$ cat src/rtl/dual_timer_pkg.sv
// package: register addresses, bit positions, mode codes for the dual timer
// assumes: an 8-bit special function register space shared with the core
package dual_timer_pkg;

	// register addresses
	localparam logic [7:0] ADDR_RUN_IRQ_CTRL = 8'h88;
	localparam logic [7:0] ADDR_MODE_CONFIG  = 8'h89;
	localparam logic [7:0] ADDR_TMR0_LOW     = 8'h8A;
	localparam logic [7:0] ADDR_TMR1_LOW     = 8'h8B;
	localparam logic [7:0] ADDR_TMR0_HIGH    = 8'h8C;
	localparam logic [7:0] ADDR_TMR1_HIGH    = 8'h8D;

	// byte values
	localparam logic [7:0] BYTE_RESET = 8'h00;
	localparam logic [7:0] BYTE_FULL  = 8'hFF;

	// run and irq control register bits
	localparam int TMR1_OVF_BIT  = 7;
	localparam int TMR1_RUN_BIT  = 6;
	localparam int TMR0_OVF_BIT  = 5;
	localparam int TMR0_RUN_BIT  = 4;
	localparam int IRQ1_FLAG_BIT = 3;
	localparam int IRQ1_EDGE_BIT = 2;
	localparam int IRQ0_FLAG_BIT = 1;
	localparam int IRQ0_EDGE_BIT = 0;

	// mode config: one nibble per timer
	localparam int CFG_TMR1_BASE   = 4;
	localparam int CFG_TMR0_BASE   = 0;
	localparam int CFG_GATE_OFS    = 3;
	localparam int CFG_COUNTER_OFS = 2;
	localparam int CFG_MODE_OFS    = 0;

	// width of the low-byte prescaler in the 13-bit mode
	localparam int PRESCALE_BITS = 5;

	// synchronised pin vector layout
	localparam int PIN_COUNT = 4;
	localparam int PIN_IRQ0  = 0;
	localparam int PIN_IRQ1  = 1;
	localparam int PIN_CNT0  = 2;
	localparam int PIN_CNT1  = 3;

	typedef enum logic [1:0] {
		MODE_13BIT   = 2'h0,
		MODE_16BIT   = 2'h1,
		MODE_RELOAD8 = 2'h2,
		MODE_SPLIT   = 2'h3
	} timer_mode_t;

	typedef struct packed {
		logic       ovf;
		logic [7:0] hi;
		logic [7:0] lo;
	} count_step_t;

endpackage

$ cat src/rtl/timer_pins_if.sv
// interface: synchronised pin levels from the pin filter to the timer logic
// assumes: a single clock domain on both ends
`timescale 1ns/1ps
interface timer_pins_if #(parameter int WIDTH = 4);
	logic [WIDTH-1:0] level;
	modport source (output level);
	modport sink   (input  level);
endinterface

$ cat src/rtl/dual_timer_control.sv
// module: timer 0 and 1 counting, run and irq control, count registers
// assumes: core drives sfr bus synchronously, ack pulses come from vectoring
//
// Summary of operation
// timer 1 overflow sets control bit 7
// vectoring clears timer 1 overflow flag
// bit 6 runs or stops timer 1
// timer 0 overflow sets control bit 5
// vectoring clears timer 0 overflow flag
// bit 4 runs or stops timer 0
// irq 1 flag bit 3, edge or level
// irq 0 flag bit 1, edge or level
// vectoring clears irq flag only if edge
// level mode flag tracks the pin
// bits 2 and 0 choose edge when set
// low nibble never affects counting
// high and low bytes, split or joined
// all count bytes reset to zero
// both timers share modes 0 to 2; mode 3 splits timer 0 but stops timer 1
// timer mode counts every core clock
// mode 0 is a 13-bit counter
// modes 13-bit, 16-bit, reload, split/stop
// count needs run and gate clear or pin high
// counter counts high-then-low samples, half rate
// 13-bit uses low five low-byte bits
// writes next clock, hardware set wins
`timescale 1ns/1ps
module dual_timer_control
	import dual_timer_pkg::*;
(
	// clock and reset
	input  wire logic       clk,
	input  wire logic       rst,
	// special function register access
	input  wire logic [7:0] sfrAddr,
	input  wire logic       sfrWrEn,
	input  wire logic [7:0] sfrWrData,
	output logic      [7:0] sfrRdData,
	// vectoring acknowledges
	input  wire logic       ackTimer0,
	input  wire logic       ackTimer1,
	input  wire logic       ackExt0,
	input  wire logic       ackExt1,
	// pins
	input  wire logic       extIrq0Pin,
	input  wire logic       extIrq1Pin,
	input  wire logic       timer0CountPin,
	input  wire logic       timer1CountPin,
	// interrupt requests and baud tick
	output logic            timer0IrqReq,
	output logic            timer1IrqReq,
	output logic            extIrq0Req,
	output logic            extIrq1Req,
	output logic            timer1OvfPulse
);

	// control and data registers
	logic        tmr1OvfQ, tmr1RunQ, tmr0OvfQ, tmr0RunQ;
	logic        irq1EdgeQ, irq0EdgeQ;
	logic [7:0]  modeCfgQ;
	logic [7:0]  cnt0LoQ, cnt0HiQ, cnt1LoQ, cnt1HiQ;
	logic [7:0]  rdDataQ;
	logic        ovfPulseQ;
	logic [1:0]  cntPrevQ;

	// decoded and derived signals
	logic        wrCtrl, wrMode, wrLo0, wrHi0, wrLo1, wrHi1;
	logic        gate0, gate1, cnt0Sel, cnt1Sel;
	timer_mode_t mode0, mode1;
	logic        run0, run1, tick0, tick1, hiTick0;
	logic [1:0]  cntFall;
	count_step_t step0, step1;
	logic        ovfEv0, ovfEv1, hiOvf0, tmr1FlagSet;
	logic        irq0Flag, irq1Flag;
	timer_pins_if #(.WIDTH(PIN_COUNT)) pinBus ();

	// one counting step for the given mode
	function automatic count_step_t stepCount(
		input timer_mode_t m,
		input logic [7:0]  hi,
		input logic [7:0]  lo
	);
		count_step_t r;
		logic [13:0] s13;
		logic [16:0] s16;
		r   = '{ovf: 1'h0, hi: hi, lo: lo};
		s13 = {1'h0, hi, lo[PRESCALE_BITS-1:0]} + 14'h0001;
		s16 = {1'h0, hi, lo} + 17'h0_0001;
		case (m)
			// thirteen bits, upper low-byte bits untouched
			MODE_13BIT: begin
				r.ovf = s13[13];
				r.hi  = s13[12:PRESCALE_BITS];
				r.lo  = {lo[7:PRESCALE_BITS], s13[PRESCALE_BITS-1:0]};
			end
			MODE_16BIT: begin
				r.ovf = s16[16];
				r.hi  = s16[15:8];
				r.lo  = s16[7:0];
			end
			// reload low from high
			MODE_RELOAD8: begin
				r.ovf = (lo == BYTE_FULL);
				r.lo  = r.ovf ? hi : lo + 8'h01;
			end
			MODE_SPLIT: begin
				r.ovf = (lo == BYTE_FULL);
				r.lo  = lo + 8'h01;
			end
			default: r = '{ovf: 1'h0, hi: hi, lo: lo};
		endcase
		return r;
	endfunction

	// pin filter, shared by interrupt and count inputs
	pin_sync #(.WIDTH(PIN_COUNT)) u_pin_sync (
		.clk    (clk),
		.rst    (rst),
		.pinRaw ({timer1CountPin, timer0CountPin, extIrq1Pin, extIrq0Pin}),
		.pins   (pinBus.source)
	);

	// address decode
	assign wrCtrl = sfrWrEn && (sfrAddr == ADDR_RUN_IRQ_CTRL);
	assign wrMode = sfrWrEn && (sfrAddr == ADDR_MODE_CONFIG);
	assign wrLo0  = sfrWrEn && (sfrAddr == ADDR_TMR0_LOW);
	assign wrHi0  = sfrWrEn && (sfrAddr == ADDR_TMR0_HIGH);
	assign wrLo1  = sfrWrEn && (sfrAddr == ADDR_TMR1_LOW);
	assign wrHi1  = sfrWrEn && (sfrAddr == ADDR_TMR1_HIGH);

	// same field layout per timer
	assign gate0   = modeCfgQ[CFG_TMR0_BASE + CFG_GATE_OFS];
	assign gate1   = modeCfgQ[CFG_TMR1_BASE + CFG_GATE_OFS];
	assign cnt0Sel = modeCfgQ[CFG_TMR0_BASE + CFG_COUNTER_OFS];
	assign cnt1Sel = modeCfgQ[CFG_TMR1_BASE + CFG_COUNTER_OFS];
	assign mode0   = timer_mode_t'(modeCfgQ[CFG_TMR0_BASE + CFG_MODE_OFS +: 2]);
	assign mode1   = timer_mode_t'(modeCfgQ[CFG_TMR1_BASE + CFG_MODE_OFS +: 2]);

	// run gating ignores irq flag and edge bits
	assign run0 = tmr0RunQ & (~gate0 | pinBus.level[PIN_IRQ0]);
	assign run1 = tmr1RunQ & (~gate1 | pinBus.level[PIN_IRQ1]);
	// high sample then low sample
	assign cntFall = cntPrevQ & ~{pinBus.level[PIN_CNT1], pinBus.level[PIN_CNT0]};

	// timer mode ticks every clock, no prescaler
	assign tick0 = run0 & (cnt0Sel ? cntFall[0] : 1'h1);
	// timer 1 holds in split mode
	assign tick1 = run1 & (mode1 != MODE_SPLIT) & (cnt1Sel ? cntFall[1] : 1'h1);
	// split high byte: timer only, on timer 1 run
	assign hiTick0 = (mode0 == MODE_SPLIT) & tmr1RunQ;

	assign step0  = stepCount(mode0, cnt0HiQ, cnt0LoQ);
	assign step1  = stepCount(mode1, cnt1HiQ, cnt1LoQ);
	assign ovfEv0 = tick0 & step0.ovf;
	assign ovfEv1 = tick1 & step1.ovf;
	assign hiOvf0 = hiTick0 & (cnt0HiQ == BYTE_FULL);
	// split high byte takes over the timer 1 flag
	assign tmr1FlagSet = (mode0 == MODE_SPLIT) ? hiOvf0 : ovfEv1;

	// previous count pin samples
	always_ff @(posedge clk or posedge rst) begin
		if (rst) cntPrevQ <= 2'h3;
		else cntPrevQ <= {pinBus.level[PIN_CNT1], pinBus.level[PIN_CNT0]};
	end

	// mode configuration
	always_ff @(posedge clk or posedge rst) begin
		if (rst) modeCfgQ <= BYTE_RESET;
		else if (wrMode) modeCfgQ <= sfrWrData;
	end

	// run bits, software only
	always_ff @(posedge clk or posedge rst) begin
		if (rst) begin
			tmr1RunQ <= 1'h0;
			tmr0RunQ <= 1'h0;
		end else if (wrCtrl) begin
			tmr1RunQ <= sfrWrData[TMR1_RUN_BIT];
			tmr0RunQ <= sfrWrData[TMR0_RUN_BIT];
		end
	end

	// trigger type bits
	always_ff @(posedge clk or posedge rst) begin
		if (rst) begin
			irq1EdgeQ <= 1'h0;
			irq0EdgeQ <= 1'h0;
		end else if (wrCtrl) begin
			irq1EdgeQ <= sfrWrData[IRQ1_EDGE_BIT];
			irq0EdgeQ <= sfrWrData[IRQ0_EDGE_BIT];
		end
	end

	// timer 0 overflow flag
	always_ff @(posedge clk or posedge rst) begin
		if (rst) tmr0OvfQ <= 1'h0;
		else if (ovfEv0) tmr0OvfQ <= 1'h1;
		else if (wrCtrl) tmr0OvfQ <= sfrWrData[TMR0_OVF_BIT];
		else if (ackTimer0) tmr0OvfQ <= 1'h0;
	end

	// timer 1 overflow flag
	always_ff @(posedge clk or posedge rst) begin
		if (rst) tmr1OvfQ <= 1'h0;
		else if (tmr1FlagSet) tmr1OvfQ <= 1'h1;
		else if (wrCtrl) tmr1OvfQ <= sfrWrData[TMR1_OVF_BIT];
		else if (ackTimer1) tmr1OvfQ <= 1'h0;
	end

	// timer 0 bytes; a write beats a same-cycle count
	// writing one byte does not stop a carry into the other
	always_ff @(posedge clk or posedge rst) begin
		if (rst) cnt0LoQ <= BYTE_RESET;
		else if (wrLo0) cnt0LoQ <= sfrWrData;
		else if (tick0) cnt0LoQ <= step0.lo;
	end
	always_ff @(posedge clk or posedge rst) begin
		if (rst) cnt0HiQ <= BYTE_RESET;
		else if (wrHi0) cnt0HiQ <= sfrWrData;
		else if (mode0 == MODE_SPLIT) begin
			if (hiTick0) cnt0HiQ <= cnt0HiQ + 8'h01;
		end else if (tick0) cnt0HiQ <= step0.hi;
	end

	// timer 1 bytes
	always_ff @(posedge clk or posedge rst) begin
		if (rst) cnt1LoQ <= BYTE_RESET;
		else if (wrLo1) cnt1LoQ <= sfrWrData;
		else if (tick1) cnt1LoQ <= step1.lo;
	end
	always_ff @(posedge clk or posedge rst) begin
		if (rst) cnt1HiQ <= BYTE_RESET;
		else if (wrHi1) cnt1HiQ <= sfrWrData;
		else if (tick1) cnt1HiQ <= step1.hi;
	end

	// timer 1 overflow still clocks the serial port when it has no flag
	always_ff @(posedge clk or posedge rst) begin
		if (rst) ovfPulseQ <= 1'h0;
		else ovfPulseQ <= ovfEv1;
	end

	// external interrupt detectors
	ext_irq_detect u_irq0 (
		.clk        (clk),
		.rst        (rst),
		.pinLevel   (pinBus.level[PIN_IRQ0]),
		.edgeSelect (irq0EdgeQ),
		.vectorAck  (ackExt0),
		.swWrite    (wrCtrl),
		.swValue    (sfrWrData[IRQ0_FLAG_BIT]),
		.flag       (irq0Flag)
	);

	ext_irq_detect u_irq1 (
		.clk        (clk),
		.rst        (rst),
		.pinLevel   (pinBus.level[PIN_IRQ1]),
		.edgeSelect (irq1EdgeQ),
		.vectorAck  (ackExt1),
		.swWrite    (wrCtrl),
		.swValue    (sfrWrData[IRQ1_FLAG_BIT]),
		.flag       (irq1Flag)
	);

	// registered read; unmapped addresses read zero
	always_ff @(posedge clk or posedge rst) begin
		if (rst) rdDataQ <= BYTE_RESET;
		else begin
			case (sfrAddr)
				ADDR_RUN_IRQ_CTRL: rdDataQ <= {tmr1OvfQ, tmr1RunQ, tmr0OvfQ, tmr0RunQ,
					irq1Flag, irq1EdgeQ, irq0Flag, irq0EdgeQ};
				ADDR_MODE_CONFIG:  rdDataQ <= modeCfgQ;
				ADDR_TMR0_LOW:     rdDataQ <= cnt0LoQ;
				ADDR_TMR1_LOW:     rdDataQ <= cnt1LoQ;
				ADDR_TMR0_HIGH:    rdDataQ <= cnt0HiQ;
				ADDR_TMR1_HIGH:    rdDataQ <= cnt1HiQ;
				default:           rdDataQ <= BYTE_RESET;
			endcase
		end
	end

	// outputs straight from flops
	assign sfrRdData      = rdDataQ;
	assign timer0IrqReq   = tmr0OvfQ;
	assign timer1IrqReq   = tmr1OvfQ;
	assign extIrq0Req     = irq0Flag;
	assign extIrq1Req     = irq1Flag;
	assign timer1OvfPulse = ovfPulseQ;

	// overflow sets flag
	property p_tmr1_set;
		@(posedge clk) disable iff (rst) tmr1FlagSet |=> timer1IrqReq;
	endproperty
	a_tmr1_set: assert property (p_tmr1_set) else $error("timer 1 flag not set");
	// ack clears flag
	property p_tmr1_ack;
		@(posedge clk) disable iff (rst)
			ackTimer1 && !tmr1FlagSet && !wrCtrl |=> !timer1IrqReq;
	endproperty
	a_tmr1_ack: assert property (p_tmr1_ack) else $error("timer 1 flag not cleared");
	// run bit write
	property p_run1_write;
		@(posedge clk) disable iff (rst)
			wrCtrl |=> tmr1RunQ == $past(sfrWrData[TMR1_RUN_BIT]);
	endproperty
	a_run1_write: assert property (p_run1_write) else $error("timer 1 run bit wrong");
	// overflow sets flag
	property p_tmr0_set;
		@(posedge clk) disable iff (rst) ovfEv0 |=> timer0IrqReq;
	endproperty
	a_tmr0_set: assert property (p_tmr0_set) else $error("timer 0 flag not set");
	// ack clears flag
	property p_tmr0_ack;
		@(posedge clk) disable iff (rst)
			ackTimer0 && !ovfEv0 && !wrCtrl |=> !timer0IrqReq;
	endproperty
	a_tmr0_ack: assert property (p_tmr0_ack) else $error("timer 0 flag not cleared");
	// stopped timer holds
	property p_run0_stop;
		@(posedge clk) disable iff (rst) !tmr0RunQ && !wrLo0 |=> $stable(cnt0LoQ);
	endproperty
	a_run0_stop: assert property (p_run0_stop) else $error("stopped timer 0 moved");
	// one step per clock
	property p_timer_step;
		@(posedge clk) disable iff (rst)
			mode0 == MODE_16BIT && run0 && !cnt0Sel && !wrLo0
			|=> cnt0LoQ == $past(cnt0LoQ) + 8'h01;
	endproperty
	a_timer_step: assert property (p_timer_step) else $error("timer 0 missed a clock");
	// gate holds count
	property p_gate_hold;
		@(posedge clk) disable iff (rst)
			gate0 && !pinBus.level[PIN_IRQ0] && !wrLo0 |=> $stable(cnt0LoQ);
	endproperty
	a_gate_hold: assert property (p_gate_hold) else $error("gated timer 0 moved");
	// at most half rate
	property p_count_rate;
		@(posedge clk) disable iff (rst) cntFall[0] |=> !cntFall[0];
	endproperty
	a_count_rate: assert property (p_count_rate) else $error("count input too fast");
	// reload from high
	property p_reload;
		@(posedge clk) disable iff (rst)
			mode1 == MODE_RELOAD8 && mode0 != MODE_SPLIT && tick1 && !wrLo1
			&& cnt1LoQ == BYTE_FULL |=> cnt1LoQ == $past(cnt1HiQ) && timer1IrqReq;
	endproperty
	a_reload: assert property (p_reload) else $error("reload failed");
	// timer 1 split holds
	property p_split_hold;
		@(posedge clk) disable iff (rst)
			mode1 == MODE_SPLIT && !wrLo1 && !wrHi1 |=> $stable({cnt1HiQ, cnt1LoQ});
	endproperty
	a_split_hold: assert property (p_split_hold) else $error("timer 1 moved in split");
	// upper bits untouched
	property p_prescale_top;
		@(posedge clk) disable iff (rst)
			mode0 == MODE_13BIT && !wrLo0
			|=> cnt0LoQ[7:PRESCALE_BITS] == $past(cnt0LoQ[7:PRESCALE_BITS]);
	endproperty
	a_prescale_top: assert property (p_prescale_top) else $error("upper bits changed");
	// set beats clear
	property p_set_wins;
		@(posedge clk) disable iff (rst)
			wrCtrl && !sfrWrData[TMR1_OVF_BIT] && tmr1FlagSet |=> timer1IrqReq;
	endproperty
	a_set_wins: assert property (p_set_wins) else $error("clear beat overflow");
endmodule // dual_timer_control

$ cat src/rtl/pin_sync.sv
// module: three-stage synchroniser with agreement filter per pin
// assumes: pins idle high and are asynchronous to clk
`timescale 1ns/1ps
module pin_sync
	import dual_timer_pkg::*;
#(
	parameter int WIDTH = PIN_COUNT
) (
	// clock and reset
	input  wire logic             clk,
	input  wire logic             rst,
	// raw pins
	input  wire logic [WIDTH-1:0] pinRaw,
	// filtered levels
	timer_pins_if.source          pins
);
	logic [WIDTH-1:0] levelVec;

	for (genvar i = 0; i < WIDTH; i++) begin : g_bit
		logic s1Q, s2Q, s3Q, levelQ;
		// a change counts only once stages two and three agree
		always_ff @(posedge clk or posedge rst) begin
			if (rst) begin
				s1Q    <= 1'h1;
				s2Q    <= 1'h1;
				s3Q    <= 1'h1;
				levelQ <= 1'h1;
			end else begin
				s1Q <= pinRaw[i];
				s2Q <= s1Q;
				s3Q <= s2Q;
				if (s2Q == s3Q) levelQ <= s3Q;
			end
		end
		assign levelVec[i] = levelQ;
	end

	assign pins.level = levelVec;
endmodule // pin_sync

$ cat src/rtl/ext_irq_detect.sv
// module: edge or level detection and flag for one external interrupt
// assumes: pinLevel already synchronised, ack is a one-cycle pulse
`timescale 1ns/1ps
module ext_irq_detect (
	// clock and reset
	input  wire logic clk,
	input  wire logic rst,
	// pin and configuration
	input  wire logic pinLevel,
	input  wire logic edgeSelect,
	// vectoring and software access
	input  wire logic vectorAck,
	input  wire logic swWrite,
	input  wire logic swValue,
	// flag
	output logic      flag
);
	logic prevQ, flagQ, falling;

	// one means falling edge
	assign falling = edgeSelect & prevQ & ~pinLevel;

	// previous level for edge detection
	always_ff @(posedge clk or posedge rst) begin
		if (rst) prevQ <= 1'h1;
		else prevQ <= pinLevel;
	end

	// flag set source
	// level mode tracks the pin, so software writes have no lasting effect there
	always_ff @(posedge clk or posedge rst) begin
		if (rst) flagQ <= 1'h0;
		else if (!edgeSelect) flagQ <= ~pinLevel;
		else if (falling) flagQ <= 1'h1;  // set beats clear
		else if (swWrite) flagQ <= swValue;
		else if (vectorAck) flagQ <= 1'h0; // edge only
	end

	assign flag = flagQ;

	// edge sets flag
	property p_edge_set;
		@(posedge clk) disable iff (rst) falling |=> flag;
	endproperty
	a_edge_set: assert property (p_edge_set) else $error("edge did not set flag");

	// ack clears edge flag
	property p_edge_ack;
		@(posedge clk) disable iff (rst)
			edgeSelect && vectorAck && !falling && !swWrite |=> !flag;
	endproperty
	a_edge_ack: assert property (p_edge_ack) else $error("ack did not clear flag");

	// level follows pin
	property p_level_follow;
		@(posedge clk) disable iff (rst) !edgeSelect |=> flag == !$past(pinLevel);
	endproperty
	a_level_follow: assert property (p_level_follow) else $error("level flag off");
endmodule // ext_irq_detect

$ cat config.mk
export PLATFORM = sky130hd
export DESIGN_NAME = dual_timer_control
export DESIGN_NICKNAME = d
export VERILOG_FILES = /design/src/rtl/dual_timer_pkg.sv /design/src/rtl/timer_pins_if.sv /design/src/rtl/dual_timer_control.sv /design/src/rtl/pin_sync.sv /design/src/rtl/ext_irq_detect.sv
export SDC_FILE = /design/constraint.sdc
export NUM_CORES = 1
export LEC_CHECK = 0
export BUFFER_PORTS_ARGS = -buffer_cell sky130_fd_sc_hd__clkbuf_2
export CORE_MARGIN = 8
export CORE_UTILIZATION = 60
export CTS_CLUSTER_DIAMETER = 80
export DETAILED_ROUTE_END_ITERATION = 12
export PLACE_DENSITY_LB_ADDON = 0.1
export SYNTH_ARGS = -nofsm -noshare
export SYNTH_HDL_FRONTEND = slang
export SYNTH_SLANG_ARGS = --single-unit
$ cat constraint.sdc
create_clock -name clk -period 2.88 [get_ports clk]
set_input_delay 0.144 -clock clk [delete_from_list [all_inputs] [get_ports clk]]
set_output_delay 0.144 -clock clk [all_outputs]
set_load 0.1 [all_outputs]
* Word level (Yosys, flattened, before mapping)
Index checks and enable logic that the tools add are counted.
Word-level totals: input bits 27, output and inout bits 13, register bits 77, logic and storage cells 147
Operators by class: add/sub/neg operators 7, eq/ne operators 25, reductions and logical operators 22, bitwise operators 21, mux-type cells 36
Operator list (count):
- 8-bit two-way mux | 12
- 8-bit equality test (second input constant) | 9
- 8-bit case mux with 4 select lines | 2
- 8-bit case mux with 6 select lines | 1
- 16-bit by 1-bit adder with 17-bit output (second input constant) | 2
- 8-bit case mux with 2 select lines | 2
- 13-bit by 1-bit adder with 14-bit output (second input constant) | 2
- 8-bit by 1-bit adder with 8-bit output (second input constant) | 3
- 1-bit two-way mux | 17
- 1-bit AND | 13
- 3-bit nonzero test | 4
- 2-bit equality test (second input constant) | 4
- 4-bit by 2-bit != test with 1-bit output (second input constant) | 2
- 1-bit logical AND | 6
- 2-bit != test (second input constant) | 3
- 1-bit case mux with 3 select lines | 2
- 2-bit AND reduction | 3
- 2-bit nonzero test | 3
- 1-bit equality test | 4
- 2-bit by 1-bit equality test with 1-bit output (second input constant) | 2
- 2-bit logical NOT | 2
- 1-bit inverter | 4
- 4-bit nonzero test | 1
- 2-bit OR reduction | 2
- 5 further kinds | 6

* Depth between registers and ports, before layout
depth in word-level cells 8, gate-level depth with buffers 7, gate-level depth less buffers 6

* Modules after synthesis
Synthesis repeated with hierarchy kept, for this count alone.
Second synthesis, totals: cells, all modules 458, area total of the unflattened synthesis 4375.4 sq um
By module, submodules not included:
- dual_timer_control | cells an instance 419, instances 1, seq. area each 1428.9 sq um, area each 3703.6 sq um
- pin_sync | cells an instance 25, instances 1, seq. area each 420.4 sq um, area each 499.2 sq um
- ext_irq_detect | cells an instance 7, instances 2, seq. area each 51.3 sq um, area each 86.3 sq um

* Worst setup path after synthesis
OpenSTA, ideal clock, no wires.
kind register to register, from register u_pin_sync.g_bit[0].levelQ, to register cnt0HiQ[4], stages on the path, launching flop included 6, library setup time 0.082 ns, buffers on the path 0, arrival time 1.878 ns, path slack 0.920 ns, clock period less this slack 1.960 ns, path through dfstp_2 nor2b_1 a2111oi_4 a21boi_1 or4_1 a31oi_1
Between the ends: word-level cells in the longest chain between the ends 5
Ends and longest elaborated chain:
- from (decl) | RTL line pin_sync.sv:20 | logic s1Q, s2Q, s3Q, levelQ;
- from (signal assigned) | RTL line pin_sync.sv:32 | if (s2Q == s3Q) levelQ <= s3Q;
- 1-bit bitwise OR | RTL line dual_timer_control.sv:140 | assign run0 = tmr0RunQ & (~gate0 | pinBus.level[PIN_IRQ0]);
- 1-bit AND | RTL line dual_timer_control.sv:140
- 1-bit AND | RTL line dual_timer_control.sv:146 | assign tick0 = run0 & (cnt0Sel ? cntFall[0] : 1'h1);
- 3-bit nonzero test (no line)
- 3-bit AND reduction (no line)
- to (signal assigned) | RTL line dual_timer_control.sv:219 | else if (wrHi0) cnt0HiQ <= sfrWrData;
- to (signal assigned) | RTL line dual_timer_control.sv:221 | if (hiTick0) cnt0HiQ <= cnt0HiQ + 8'h01;
- to (signal assigned) | RTL line dual_timer_control.sv:222 | end else if (tick0) cnt0HiQ <= step0.hi;
- to (decl) | RTL line dual_timer_control.sv:61 | logic [7:0] cnt0LoQ, cnt0HiQ, cnt1LoQ, cnt1HiQ;
Every way passes these cells. A chain may end at the register's enable or synchronous reset.

* Final worst setup path
from register u_pin_sync.g_bit[0].levelQ, to register cnt0HiQ[6]
Same word-level chain as after synthesis.

==> results.py <==
metrics = {
    "run_status": {
        "status": "completed",
    },
    "yosys": {
        "netlist_top_cells_area": "dfrtp_1 (32%), dfstp_2 (12%), nand2_1 (5.4%), mux4_2 (4.0%), o21ai_0 (3.6%)",
        "synth_edf_count": 0,
        "ys_ff_latch": 77,
        "synth_flop_cell": "dfrtp_1",
        "ys_seq_area_share_pct": 43.8,
        "syn_avg_cell_area_um2": 9.56,
        "ys_warn_count": 0,
        "async_reset_ff_share_pct": 100,
        "syn_nets": 496,
        "ys_types": 72,
        "syn_area_mm2": 0.00446,
        "yosysTopAreaCellShare_pct": 32.0,
        "syn_inst": 466,
        "synth_top_cell_by_area": "dfrtp_1",
    },
    "sta": {
        "rsz0062_at_grt": "false",
        "report.final.slew_viol_count": 0,
        "relSlewSlack_pct": 43.2,
        "fin_skew_ns": 0.0151,
        "hold_violations": 0,
        "fmax_mhz": 438,
        "finalSetupViolCount": 0,
        "setup_tns_ns": 0,
        "hold_ws_ns": 0.123,
        "finalWorstPathRequiredPeriod_ns": 2.28,
        "period_share_pct": 79.2,
        "tightest_slew_ns": 0.848,
    },
    "pwr": {
        "power_density_mw_per_mm2": 643,
        "p_leak_uw": 0.00203,
        "total_power_uw": 3200,
        "vdd_drop_max_v": 0.000366,
    },
    "floorplanning": {
        "die_w_um": 102,
        "dieArea_mm2": 0.0104,
        "core_mm2": 0.00721,
        "ios": 40,
        "die_height_um": 102,
        "rows": 31,
        "start_util_pct": 61.8,
    },
    "critical_path": {
        "setup.worst_path.end_class": "register",
        "crit_fanout": 8,
        "critPathKind": "register to register",
        "worstPathArrival_ns": 2.56,
        "start_kind": "register",
        "cp.required_ns": 3.16,
    },
    "routing": {
        "wl_per_cell_um": 20.0,
        "vias_per_cell": 6.44,
        "ant_nets": 0,
        "drt_wl_total_mm": 12.2,
        "drc": 0,
        "vias": 3924,
        "firstDrtPassIters": 5,
        "drt_iter0_markers": 331,
    },
    "place": {
        "gp_congestion": 0.936,
        "dp_hpwl_mm": 8.99,
        "io_buffers": 39,
        "place_area_mm2": 0.00473,
    },
    "worst_hold_path": {
        "hp-class": "input pin to register",
    },
    "layout": {
        "drive_above_1_share_pct": 21.6,
        "nets": 535,
        "postLayoutCellArea_mm2": 0.00498,
        "antenna_cells": 0,
        "synthToLayoutAreaGrowth_pct": 11.7,
        "nFillCells": 576,
    },
    "global_routing": {
        "antenna_found_initial": 0,
        "grt_pass1_vias": 3808,
        "grt_pass1_wl_mm": 20.1,
        "gr-total-overflow": 0,
        "grt_use_total_pct": 25.2,
        "grt_max_degree": 45,
    },
    "clocking": {
        "clock_path_buffers": 2,
        "cts_tree": "done",
        "cts_max_level": 3,
        "ctsResizeCount": 0,
        "clock_sinks": 77,
        "numCtsBuffers": 9,
        "insertion_delay_ns": 0.36,
        "path_clk_slew_ns": 0.09,
        "cts_setup_buffers": 0,
        "cts-root-buf": "clkbuf_8",
    },
    "job": {
        "maxCapViolCount": 0,
    },
}
## cells in the final DEF (no fill, tap or decap), types with 7 or more instances in the layout
cell type   n
o31ai_1     9
clkbuf_8    9
nand4_1    12
a21oi_1    15
nand2_1    64
o21ai_0    32
clkbuf_2   39
nor3_1      8
mux4_2      8
a31oi_1    12
inv_1      17
a211oi_1   10
dfstp_2    20
nand3_1    16
nand2b_1    7
dfrtp_1    57
nor2_1     27
a22oi_1     9
## registers in the layout, summed over array words and instances (netlist names)
name,cells
u_pin_sync.g_bit.s3Q,4
u_irq1.prevQ,1
timer1IrqReq,1
cnt1HiQ,8
u_irq0.flag,1
irq1EdgeQ,1
u_irq0.prevQ,1
irq0EdgeQ,1
u_irq1.flag,1
cnt0HiQ,8
cnt0LoQ,8
u_pin_sync.g_bit.s1Q,4
tmr0RunQ,1
u_pin_sync.g_bit.levelQ,4
tmr1RunQ,1
cnt1LoQ,8
timer0IrqReq,1
u_pin_sync.g_bit.s2Q,4
sfrRdData,8
cntPrevQ,2
modeCfgQ,8
timer1OvfPulse,1
## repair_timing
| item | 4_1_cts | 5_1_grt |
|---|---|---|
| hold buffers | 5 | 0 |
| endpoints found under the setup margin | 0 | 0 |
| endpoints found under the hold margin | 28 | 0 |
## metal layers
layer | part of all wire (%) | vias up | track usage, %
li1 | - | 1829 | -
met1 | 43 | 1857 | 34.3
met2 | 44 | 203 | 37.9
met3 | 9.3 | 35 | 5.52
met4 | 3.3 | 0 | 10.7
met5 | 0 | - | 0
## cell type report
class                           count  area, um2  share of cell area (%)
Clock buffer                        9        124                    2.49
Sequential cell                    77       1950                    39.2
Timing Repair Buffer               49        295                    5.93
Tap cell                           99        124                    2.49
Clock inverter                      7       73.8                    1.48
Multi-Input combinational cell    350       2340                    47.0
Inverter                           18       68.8                    1.38
## metrics by stage
stage                     utilization (%)  setup WS (ns)  instances
after floorplan                         -          0.802        466
after global placement               65.6          0.703        588
after CTS                            69.0          0.631        609
after global routing                 69.0          0.444        609
after detailed placement             65.6          0.679        588
final                                69.0          0.599        609
## synthesized netlist by cell type, types with 5 or more instances
cell type / n
nand2_1: 64
clkbuf_1: 12
nor2_1: 27
mux2i_1: 5
a31oi_1: 12
o2111ai_1: 6
a21oi_1: 15
nand3_1: 16
a211oi_1: 10
and4_1: 5
nand2b_1: 7
mux4_2: 8
o31ai_1: 9
dfrtp_1: 57
nand4_1: 12
dfstp_2: 20
nor3_1: 8
or3_1: 6
o21ai_0: 32
buf_2: 7
and3_1: 6
xnor2_1: 5
mux2_2: 6
nor2b_1: 6
inv_1: 18
a22oi_1: 9
## critical path, stage by stage (launching register included)
cell       delay, ns
dfstp_2         0.57
nor2b_1         0.09
a2111oi_4       0.60
a21boi_1        0.25
or4_1           0.51
a31oi_1         0.17
## power by group
group	total [uW]	switching (uW)	leakage, uW	internal, uW
registers	1530	286	0.000878	1250
logic	845	471	0.00105	374
clock network	822	477	0.000103	345
## logic make-up after synthesis
family,count (synthesis),share of synthesized area [%]
buffers and inverters,39,3.65
adders and majority gates,7,1.74
DFF,77,43.8
muxes,19,6.68
xor gates and xnor gates,9,1.77
AOI/OAI and AO/OA,131,20.7
and+or+nand+nor,184,21.7
## worst paths after layout
path | startpoint | end | slack, ns | cells past startpoint
min reg2reg | u_pin_sync.g_bit[3].s1Q$_DFF_PP1_ | u_pin_sync.g_bit[3].s2Q$_DFF_PP1_ | 0.36 | 0
min in group asynchronous | rst | cnt1LoQ[2]$_DFFE_PP0P_ | 0.36 | 3
min | sfrWrData[6] | cnt0LoQ[6]$_DFFE_PP0P_ | 0.12 | 3
max in group asynchronous | rst | u_pin_sync.g_bit[0].levelQ$_DFFE_PP1N_ | 1.85 | 4
max | u_pin_sync.g_bit[0].levelQ$_DFFE_PP1N_ | cnt0HiQ[6]$_DFFE_PP0P_ | 0.60 | 5
max reg2reg | u_pin_sync.g_bit[0].levelQ$_DFFE_PP1N_ | cnt0HiQ[6]$_DFFE_PP0P_ | 0.60 | 5
(Power assumes the default switching activity.)
